File: src/rtl/dlc_pkg.sv
`default_nettype none
package dlc_pkg;
  // Register offsets
  localparam logic [7:0]  ADDR_OFFSET      = 8'h48;
  localparam logic [7:0]  ADDR_STEP        = 8'h4C;
  localparam logic [7:0]  ADDR_CTRL_ONE    = 8'h70;
  localparam logic [7:0]  ADDR_CONST       = 8'h72;
  localparam logic [7:0]  ADDR_CTRL_TWO    = 8'h73;
  localparam logic [7:0]  ADDR_SYNC        = 8'h74;
  // Reset values
  localparam logic [7:0]  RST_OFFSET       = 8'h00;
  localparam logic [4:0]  RST_STEP         = 5'h02;
  localparam logic [3:0]  RST_DARK_CODE    = 4'h4;
  localparam logic        RST_CORR_EN      = 1'b1;
  localparam logic        RST_AVG_SEL      = 1'b0;
  localparam logic [7:0]  RST_CONST        = 8'h2A;
  localparam logic [9:0]  RST_DARK_START   = 10'h2F7;
  localparam logic [3:0]  RST_SYNC         = 4'h0;
  // Field positions
  localparam int          CODE_MSB         = 3;
  localparam int          RESERVED_BIT     = 4;
  localparam int          CORR_EN_BIT      = 5;
  localparam int          AVG_SEL_BIT      = 11;
  localparam int          STEP_MSB         = 4;
  localparam int          START_MSB        = 9;
  localparam int          INV_LINE_BIT     = 0;
  localparam int          INV_FRAME_BIT    = 1;
  localparam int          XOR_BIT          = 2;
  localparam int          CONT_BIT         = 3;
  localparam logic        RESERVED_VALUE   = 1'b1;
  // Calibration offset limits
  localparam logic signed [9:0] OFFSET_MAX = 10'sh07F;
  localparam logic signed [9:0] OFFSET_MIN = -10'sh07F;
  // Reciprocal scaling for the dark average
  localparam int          RECIP_SHIFT      = 16;

  function automatic logic [4:0] dark_count(input logic [3:0] code);
    unique case (code)
      4'h0:    dark_count = 5'h02;
      4'h1:    dark_count = 5'h04;
      4'h2:    dark_count = 5'h06;
      4'h8:    dark_count = 5'h12;
      default: dark_count = 5'h0A;
    endcase
  endfunction : dark_count

  function automatic logic [15:0] dark_recip(input logic [3:0] code);
    unique case (code)
      4'h0:    dark_recip = 16'h8000;
      4'h1:    dark_recip = 16'h4000;
      4'h2:    dark_recip = 16'h2AAB;
      4'h8:    dark_recip = 16'h0E39;
      default: dark_recip = 16'h199A;
    endcase
  endfunction : dark_recip
endpackage : dlc_pkg
`default_nettype wire

File: src/rtl/dark_level_correction.sv
`timescale 1ns/1ps
`default_nettype none
// Summary of operation
// - Calibration offset is 8-bit two's complement, range -127 to 127.
// - Offset read returns user value under manual override, else algorithm result.
// - Automatic offset moves at most the 5-bit step size per frame.
// - Dark pixel count code 0,1,2,4,8 selects 2,4,6,10,18 pixels.
// - Enabled correction subtracts row dark average, adds constant; else pass.
// - Average select uses frame dark average at low gain, else dark columns.
// - Row noise constant is 8 bits, resets to 42, set by software.
// - First dark column is a 10-bit setting, reset 759.
// - Line invert bit drives line qualifier low while data valid in normal mode.
// - Frame invert bit drives frame qualifier low during valid frame.
// - Continuous mode keeps line pulses in vertical blanking; normal mode none.
// - XOR mode without continuous gives continuous line XOR frame.
module dark_level_correction #(
  parameter int PIX_W = 10
) (
  // Clock and reset
  input  wire logic                    core_clk,
  input  wire logic                    reset,
  // Register access port of the serial interface
  input  wire logic [7:0]              reg_addr,
  input  wire logic [15:0]             reg_wdata,
  input  wire logic                    reg_write,
  input  wire logic                    reg_read,
  output logic      [15:0]             reg_rdata,
  output logic                         reg_rdata_valid,
  // Calibration inputs and offset
  input  wire logic                    manual_override,
  input  wire logic signed [7:0]       cal_target,
  input  wire logic [PIX_W-1:0]        frame_dark_avg,
  input  wire logic                    low_gain,
  output logic signed [7:0]            analog_offset,
  // Pixel stream in
  input  wire logic [PIX_W-1:0]        pix_in,
  input  wire logic [9:0]              pix_col,
  input  wire logic                    line_active,
  input  wire logic                    cont_line_active,
  input  wire logic                    frame_active,
  // Pixel stream out
  output logic      [PIX_W-1:0]        pix_out,
  output logic                         pix_out_valid,
  output logic                         line_valid_out,
  output logic                         frame_valid_out
);
  // Software registers
  logic signed [7:0] user_offset;
  logic [4:0]        step;
  logic [3:0]        dark_code;
  logic              corr_en;
  logic              avg_sel;
  logic [7:0]        noise_const;
  logic [9:0]        dark_start;
  logic [3:0]        sync_ctrl;
  // Frame-boundary copies
  logic [3:0]        sh_code;
  logic              sh_en;
  logic              sh_sel;
  logic [7:0]        sh_const;
  logic [9:0]        sh_start;
  logic [3:0]        sh_sync;
  // Calibration and dark average state
  logic signed [7:0] cal_offset;
  logic              frame_prev;
  logic              line_prev;
  logic [14:0]       dark_sum;
  logic [4:0]        dark_cnt;
  logic [PIX_W-1:0]  col_avg;

  // Register decode
  wire wr_offset = reg_write && (reg_addr == dlc_pkg::ADDR_OFFSET);
  wire wr_step   = reg_write && (reg_addr == dlc_pkg::ADDR_STEP);
  wire wr_one    = reg_write && (reg_addr == dlc_pkg::ADDR_CTRL_ONE);
  wire wr_const  = reg_write && (reg_addr == dlc_pkg::ADDR_CONST);
  wire wr_two    = reg_write && (reg_addr == dlc_pkg::ADDR_CTRL_TWO);
  wire wr_sync   = reg_write && (reg_addr == dlc_pkg::ADDR_SYNC);

  wire signed [7:0] read_offset = manual_override ? user_offset : cal_offset;
  wire [15:0] ctrl_one_word = {4'h0, avg_sel, 5'h00, corr_en,
                               dlc_pkg::RESERVED_VALUE, dark_code};
  wire [15:0] next_rdata =
      (reg_addr == dlc_pkg::ADDR_OFFSET)   ? {8'h00, read_offset} :
      (reg_addr == dlc_pkg::ADDR_STEP)     ? {11'h000, step} :
      (reg_addr == dlc_pkg::ADDR_CTRL_ONE) ? ctrl_one_word :
      (reg_addr == dlc_pkg::ADDR_CONST)    ? {8'h00, noise_const} :
      (reg_addr == dlc_pkg::ADDR_CTRL_TWO) ? {6'h00, dark_start} :
      (reg_addr == dlc_pkg::ADDR_SYNC)     ? {12'h000, sync_ctrl} : 16'h0000;

  always_ff @(posedge core_clk) begin
    if (reset) begin
      user_offset <= dlc_pkg::RST_OFFSET;
      step        <= dlc_pkg::RST_STEP;
      dark_code   <= dlc_pkg::RST_DARK_CODE;
      corr_en     <= dlc_pkg::RST_CORR_EN;
      avg_sel     <= dlc_pkg::RST_AVG_SEL;
      noise_const <= dlc_pkg::RST_CONST;
      dark_start  <= dlc_pkg::RST_DARK_START;
      sync_ctrl   <= dlc_pkg::RST_SYNC;
    end else begin
      if (wr_offset) user_offset <= reg_wdata[7:0];
      if (wr_step)   step <= reg_wdata[dlc_pkg::STEP_MSB:0];
      if (wr_one) begin
        dark_code <= reg_wdata[dlc_pkg::CODE_MSB:0];
        corr_en   <= reg_wdata[dlc_pkg::CORR_EN_BIT];
        avg_sel   <= reg_wdata[dlc_pkg::AVG_SEL_BIT];
      end
      if (wr_const)  noise_const <= reg_wdata[7:0];
      if (wr_two)    dark_start <= reg_wdata[dlc_pkg::START_MSB:0];
      if (wr_sync)   sync_ctrl <= reg_wdata[3:0];
    end
  end

  always_ff @(posedge core_clk) begin
    if (reset) begin
      reg_rdata       <= 16'h0000;
      reg_rdata_valid <= 1'b0;
    end else begin
      reg_rdata_valid <= reg_read;
      if (reg_read) reg_rdata <= next_rdata;
    end
  end

  // Settings are copied only while no frame runs
  always_ff @(posedge core_clk) begin
    if (reset) begin
      sh_code  <= dlc_pkg::RST_DARK_CODE;
      sh_en    <= dlc_pkg::RST_CORR_EN;
      sh_sel   <= dlc_pkg::RST_AVG_SEL;
      sh_const <= dlc_pkg::RST_CONST;
      sh_start <= dlc_pkg::RST_DARK_START;
      sh_sync  <= dlc_pkg::RST_SYNC;
    end else if (!frame_active) begin
      sh_code  <= dark_code;
      sh_en    <= corr_en;
      sh_sel   <= avg_sel;
      sh_const <= noise_const;
      sh_start <= dark_start;
      sh_sync  <= sync_ctrl;
    end
  end

  // Per-frame step-limited calibration
  wire signed [9:0] target_clamp = (cal_target == 8'sh80) ? dlc_pkg::OFFSET_MIN
                                                          : 10'(cal_target);
  wire signed [9:0] cal_wide  = 10'(cal_offset);
  wire signed [9:0] step_wide = signed'({5'h00, step});
  wire signed [9:0] cal_diff  = target_clamp - cal_wide;
  wire signed [9:0] next_cal_wide =
      (cal_diff > step_wide)  ? cal_wide + step_wide :
      (cal_diff < -step_wide) ? cal_wide - step_wide : target_clamp;
  wire frame_end = frame_prev && !frame_active;

  always_ff @(posedge core_clk) begin
    if (reset) begin
      cal_offset    <= dlc_pkg::RST_OFFSET;
      frame_prev    <= 1'b0;
      analog_offset <= dlc_pkg::RST_OFFSET;
    end else begin
      frame_prev    <= frame_active;
      analog_offset <= read_offset;
      if (frame_end) cal_offset <= next_cal_wide[7:0];
    end
  end

  // Dark column averaging
  wire [4:0]  dark_n     = dlc_pkg::dark_count(sh_code);
  wire [15:0] dark_rc    = dlc_pkg::dark_recip(sh_code);
  wire [10:0] dark_end   = {1'b0, sh_start} + {6'h00, dark_n};
  wire        in_dark    = line_active && ({1'b0, pix_col} >= {1'b0, sh_start})
                           && ({1'b0, pix_col} < dark_end);
  wire        line_start = line_active && !line_prev;
  wire [14:0] base_sum   = line_start ? 15'h0000 : dark_sum;
  wire [4:0]  base_cnt   = line_start ? 5'h00 : dark_cnt;
  wire [14:0] next_sum   = base_sum + 15'(pix_in);
  wire [30:0] avg_prod   = next_sum * dark_rc;
  wire        avg_done   = in_dark && (base_cnt + 5'h01 == dark_n);

  always_ff @(posedge core_clk) begin
    if (reset) begin
      line_prev <= 1'b0;
      dark_sum  <= 15'h0000;
      dark_cnt  <= 5'h00;
      col_avg   <= '0;
    end else begin
      line_prev <= line_active;
      dark_sum  <= in_dark ? next_sum : base_sum;
      dark_cnt  <= in_dark ? base_cnt + 5'h01 : base_cnt;
      if (avg_done) col_avg <= avg_prod[dlc_pkg::RECIP_SHIFT +: PIX_W];
    end
  end

  // Correction
  wire [PIX_W-1:0]       dark_avg = (sh_sel && low_gain) ? frame_dark_avg : col_avg;
  wire signed [PIX_W+2:0] corr_raw = signed'({3'b000, pix_in}) - signed'({3'b000, dark_avg})
                                     + signed'((PIX_W+3)'(sh_const));
  wire [PIX_W-1:0] corr_clip = corr_raw[PIX_W+2] ? '0 :
                               (|corr_raw[PIX_W+1:PIX_W]) ? '1 : corr_raw[PIX_W-1:0];
  wire [PIX_W-1:0] next_pix = sh_en ? corr_clip : pix_in;

  // Qualifier shaping
  wire sync_inv_line  = sh_sync[dlc_pkg::INV_LINE_BIT];
  wire sync_inv_frame = sh_sync[dlc_pkg::INV_FRAME_BIT];
  wire sync_xor       = sh_sync[dlc_pkg::XOR_BIT];
  wire sync_cont      = sh_sync[dlc_pkg::CONT_BIT];
  wire lv_cont = cont_line_active;
  wire lv_sel  = sync_cont ? lv_cont :
                 sync_xor ? (lv_cont ^ frame_active) :
                 (line_active && frame_active);
  wire next_lv = lv_sel ^ sync_inv_line;
  wire next_fv = frame_active ^ sync_inv_frame;

  always_ff @(posedge core_clk) begin
    if (reset) begin
      pix_out         <= '0;
      pix_out_valid   <= 1'b0;
      line_valid_out  <= 1'b0;
      frame_valid_out <= 1'b0;
    end else begin
      pix_out         <= next_pix;
      pix_out_valid   <= line_active && frame_active;
      line_valid_out  <= next_lv;
      frame_valid_out <= next_fv;
    end
  end
endmodule : dark_level_correction
`default_nettype wire

File: config.mk
export PLATFORM = sky130hd
export DESIGN_NAME = dark_level_correction
export DESIGN_NICKNAME = d
export VERILOG_FILES = /design/src/rtl/dlc_pkg.sv /design/src/rtl/dark_level_correction.sv
export SDC_FILE = /design/constraint.sdc
export NUM_CORES = 1
export LEC_CHECK = 0
export ABC_AREA = 1
export BUFFER_PORTS_ARGS = -buffer_cell sky130_fd_sc_hd__buf_2
export CAP_MARGIN = 20
export CORE_ASPECT_RATIO = 1.75
export CORE_MARGIN = 10
export CORE_UTILIZATION = 60
export CTS_CLUSTER_SIZE = 10
export DETAILED_ROUTE_END_ITERATION = 10
export GPL_ROUTABILITY_DRIVEN = 0
export MAX_ROUTING_LAYER = met4
export PLACE_DENSITY = 0.77
export RECOVER_POWER = 25
export SLEW_MARGIN = 0
export SYNTH_ARGS = -nofsm -noshare
export SYNTH_HDL_FRONTEND = slang
export SYNTH_SLANG_ARGS = --single-unit
File: constraint.sdc
create_clock -name core_clk -period 20.3 [get_ports core_clk]
set_input_delay 3.045 -clock core_clk [delete_from_list [all_inputs] [get_ports core_clk]]
set_output_delay 3.045 -clock core_clk [all_outputs]
set_load 0.005 [all_outputs]
# Word level (Yosys, flattened, before mapping)
# Cells that the tools add are included.
# word_totals
regBits,147
inputBits,71
out_inout_bits,38
elab_cells,94
# classes
n_addsub,9
n_mul,1
magnitude_cmp,4
n_eq_ne,11
mux,22
bitwise_logic,3
n_reduce_logical,17
# ops
op,n
10-bit two-way mux,7
16-bit one-hot mux with 4 select lines,1
"8-bit by 7-bit == test with 1-bit output, second input constant",6
12-bit two-way mux,3
15-bit two-way mux,2
15-bit by 16-bit multiplier with 26-bit output,1
8-bit two-way mux,3
5-bit one-hot mux with 4 select lines,1
15-bit by 10-bit adder with 15-bit output,1
1-bit logical AND,13
11-bit by 9-bit adder with 12-bit output,1
10-bit by 5-bit adder with 11-bit output,1
10-bit by 11-bit < comparator with 1-bit output,1
10-bit by 10-bit subtractor with 11-bit output,1
10-bit >= comparator,1
10-bit by 6-bit > comparator with 1-bit output,1
10-bit < comparator,1
5-bit two-way mux,2
5-bit negator with 10-bit output,1
10-bit by 8-bit subtractor with 10-bit output,1
8-bit by 6-bit adder with 8-bit output,1
"8-bit == test, second input constant",1
8-bit by 6-bit subtractor with 8-bit output,1
"5-bit by 1-bit adder with 5-bit output, second input constant",1
10 further kinds,14

# Depth between registers and ports, before layout
# depth
ltp_word,8
depth_mapped,42
mapped_depth_nobuf,42

# Least setup slack after synthesis
# OpenSTA, ideal clock, no wires.
# synth_timing
path_kind,input-to-reg
startpoint,in line_active
endpoint,reg col_avg[9]
setup_ns,0.117
t_arrival_ns,9.583
required_ns,20.183
path_slack_ns,10.600
cell_stages,39
path_buffers,1
path_cell_list,nand2_1 inv_2 clkbuf_1 nor2_1 ha_1 or2_2 nand3_1 nand2_1 nand3_1 nand2_1 or2_2 nand2_1 inv_1 nand2_1 inv_1 ha_1 inv_1 fa_1 [... 3 more ...] fa_1 inv_1 fa_1 inv_1 ha_1 nand2_1 nor2_1 nand2_1 nor3_1 a211oi_1 nand2_2 nand2_1 nand2_2 nand3_2 nand3_1 nand2_1 nor2_1 nor2_1
# synth_via
elab_chain_cells,5
elab_cells_between_ends,10
classes_between,2 x add/sub; 1 x mul; 1 x eq/ne; 2 x mux; 4 x reduce/logical
# synth_lines
element,line_no,source
from (decl),dark_level_correction.sv:38,"input wire logic line_active,"
branches (longest 5 deep; another with 15-bit by 16-bit multiplier with 26-bit output),n/a,
to (signal assigned),dark_level_correction.sv:189,if (avg_done) col_avg <= avg_prod[dlc_pkg::RECIP_SHIFT +: PIX_W];
to (decl),dark_level_correction.sv:69,logic [PIX_W-1:0] col_avg;
# Parallel ways; which one is timed is not known.
# A chain may end at the register's enable or synchronous reset.

# Worst setup path after layout
# Same ends and word-level chain as after synthesis.

==> flow_summary_export.csv <==
group,metric,value,unit
status,status,"finished, violations left",
status,violations,"capacitance limit, slew limit",
detailed_routing,finalWirelength,45.7,mm
timing,tightest_slew,2450,ps
global_route,grt.overflow.total,0,
synthesis,synthAdderAreaFrac,33.5,%
synthesis,syn_inst,2076,
layout,multi_input_area,10900,sq um
power_and_ir_drop,power_density,121,nW/um^2
flow_run,drv_cap,1,
detailed_routing,firstDrtPassIters,5,
cts,root_buffer,"clkbuf_16",
cts,worstSkewPairLatency,440,ps
synthesis,synth_edf_count,0,
timing,max_freq,92.9,MHz
synthesis,synth-compound-area-share,13.5,%
synthesis,synth_cell_type_count,59,
cts,cts_resized,0,
critical_path,path_class,"in -> reg",
power_and_ir_drop,leakage,0.00874,uW
timing,final_hold_viol_count,0,
power_and_ir_drop,p_sw,1040,uW
placed_design,portBuffers,98,
floorplanning,core,25400,sq um
timing,min_period,10770,ps
critical_path,cp-start-kind,"primary input",
timing,post-route-period-util,53.0,%
timing,hold_ws,459,ps
detailed_routing,route.detailed.drc,0,
layout,fin_util,65.9,%
layout,syn_to_final_growth,8.05,%
critical_path,worstPathMaxFanout,14,
placed_design,place_area,16200,sq um
critical_path,rr_worst_depth,41,
floorplanning,dieArea,33000,sq um
layout,layout-drive-gt1-share,7.44,%
min_path,hold_depth,2,
synthesis,syn_area_per_cell,7.48,sq um
cts,clkSinkCount,142,
cts,clk_path_buf_depth,2,
synthesis,synth-main-ff-cell,"dfxtp_1",
timing,skew,9.10,ps
critical_path,crit_top_cell,"nand2_1",
detailed_routing,num_vias,14300,
critical_path,cpPeakStageDelay,580,ps
synthesis,ys_seq_area_share,18.3,%
critical_path,critical_path_required,20630,ps
synthesis,synth_xor_area_share,3.76,%
floorplanning,pin_count,109,
layout,final_cell_mix,"inv_1, nand2_1, nor2_1",
detailed_routing,drtIter0Drc,825,
power_and_ir_drop,peakVddDrop,100,uV
timing,relSlewSlack,-63.5,%
synthesis,synth_top_family_by_area,"adder cells",
power_and_ir_drop,internal_power,981,uW
critical_path,arrival,11090,ps
power_and_ir_drop,p_comb_share,70.3,%
timing,slew_viol_final,49,
critical_path,critPathBufInv,8,
global_route,grt_pass1_vias,15000,
critical_path,endpoint_kind,"flip-flop",
power_and_ir_drop,p_clk_share,14.9,%
layout,final_common_cell,"inv_1",
critical_path,path_delay_family,"adder cells",
cts,cts.htree.levels,4,
synthesis,yosys.area_share.simple,18.8,%
min_path,hold_class,"reg -> reg",
critical_path,reg2reg_slack,11940,ps
floorplanning,initial_core_util,61.0,%
power_and_ir_drop,swShare,51.5,%
critical_path,crit_cells,41,
global_route,grt_max_degree,76,
timing,rsz0062_at_grt,"no",
global_route,grt_usage,28.9,%
placed_design,hpwl,37.9,mm
timing,finalSetupTns,0,ps
detailed_routing,vias_per_cell,5.76,
synthesis,ys_ff_latch,142,
floorplanning,die_w,142,um
global_route,antenna_found_initial,2,
cts,path_clk_slew,60,ps
synthesis,async_flop_share,0,%
floorplanning,rows,77,
cts,postCtsSetupRepairBufs,0,
synthesis,netlist_area,15500,sq um
floorplanning,die_h,233,um
power_and_ir_drop,p_seq_share,14.8,%
cts,cts_made_buffers,17,
layout,final_area,16800,sq um
detailed_routing,wl_per_cell,18.4,um
layout,num-nets-final,2551,
critical_path,crit_slowest_cell,"fa_1",
layout,regArea,2840,sq um
timing,final-setup-viol-count,0,
synthesis,yosys_warnings,0,
cts,ctsHoldBuffers,0,
layout,num-fill-cells,2310,
synthesis,synthMuxAreaShare,0.331,%
detailed_routing,drt.antenna.violating_nets,0,
global_route,grt_first_pass_wirelength,73.7,mm
cts,tritoncts,"built",
## stage by stage
step | worst slack [ps] | instances | total power (uW)
6_report | 9530 | 2483 | 2020
5_1_grt | 9020 | 2483 | 2230
2_1_floorplan | 10600 | 2080 | 1330
3_3_place_gp | 9240 | 2449 | 1660
3_5_place_dp | 9150 | 2449 | 1690
4_1_cts | 9590 | 2481 | 2010
## tightest hold or removal path: stages, from the launching register on
cell and delay (ps):
dfxtp_1 300, inv_1 60, a21oi_1 50
## cells in the mapped netlist, types with 10 or more instances
cell | count | area, sq um
inv_1 | 416 | 1560
nand2_1 | 316 | 1190
nor2_1 | 211 | 792
ha_1 | 182 | 2280
a21oi_1 | 161 | 806
fa_1 | 146 | 2920
dfxtp_1 | 142 | 2840
o21ai_0 | 131 | 656
nand3_1 | 78 | 390
xor2_1 | 44 | 385
clkbuf_1 | 39 | 146
xnor2_1 | 20 | 175
o21ai_1 | 17 | 85.1
nor3_1 | 14 | 70.1
nand4_1 | 13 | 81.3
o211ai_1 | 10 | 75.1
## power by group through the flow
| stage | clock network [uW] | registers (uW) | logic, uW |
|---|---|---|---|
| after floorplan | 0 | 302 | 1030 |
| after CTS | 303 | 298 | 1410 |
| final | 301 | 299 | 1420 |
| after detailed placement | 0 | 304 | 1390 |
| after global routing | 314 | 299 | 1620 |
| after global placement | 0 | 304 | 1360 |
## routing by layer
metal	part of all wire [%]	routed length, um	vias up	global-route usage (%)
met5	0	0	-	-
met4	9.5	4360	0	23.9
met3	4.4	2000	230	4.04
met2	53	24000	567	51.6
met1	33	15300	6756	26.6
li1	-	-	6749	-
## path summary, 6_finish.rpt
kind	end	start
max reg2reg	col_avg[9]	line_prev
min	user_offset[6]	user_offset[6]
min reg2reg	user_offset[6]	user_offset[6]
max	col_avg[9]	line_active
## layout make-up
type / instances / share of cell area [%]
Multi-Input combinational cell: 1459 / 64.7
Sequential cell: 142 / 17.0
Inverter: 429 / 9.63
Timing Repair Buffer: 103 / 2.98
Clock buffer: 22 / 2.71
Tap cell: 316 / 2.36
Clock inverter: 10 / 0.627
Antenna cell: 2 / 0.0298
## cells by family (layout without fill, tap and decap cells)
| family | Yosys count | in the layout |
|---|---|---|
| xor+xnor | 65 | 65 |
| compound gates | 379 | 379 |
| buf+inv | 479 | 564 |
| simple gates | 677 | 677 |
| flops | 142 | 142 |
| other cells | 1 | 7 |
| mux | 5 | 5 |
| fa+ha+maj | 328 | 328 |
## flip-flops by register name, summed over array words and instances, names as in the netlist, 4 cells and up
| register | flops |
|---|---|
| dark_sum | 15 |
| reg_rdata | 11 |
| col_avg | 10 |
| dark_start | 10 |
| pix_out | 10 |
| sh_start | 10 |
| analog_offset | 8 |
| cal_offset | 8 |
| noise_const | 8 |
| sh_const | 8 |
| user_offset | 8 |
| dark_cnt | 5 |
| step | 5 |
| dark_code | 4 |
| sh_code | 4 |
| sh_sync | 4 |
| sync_ctrl | 4 |
(Power assumes the default switching activity.)
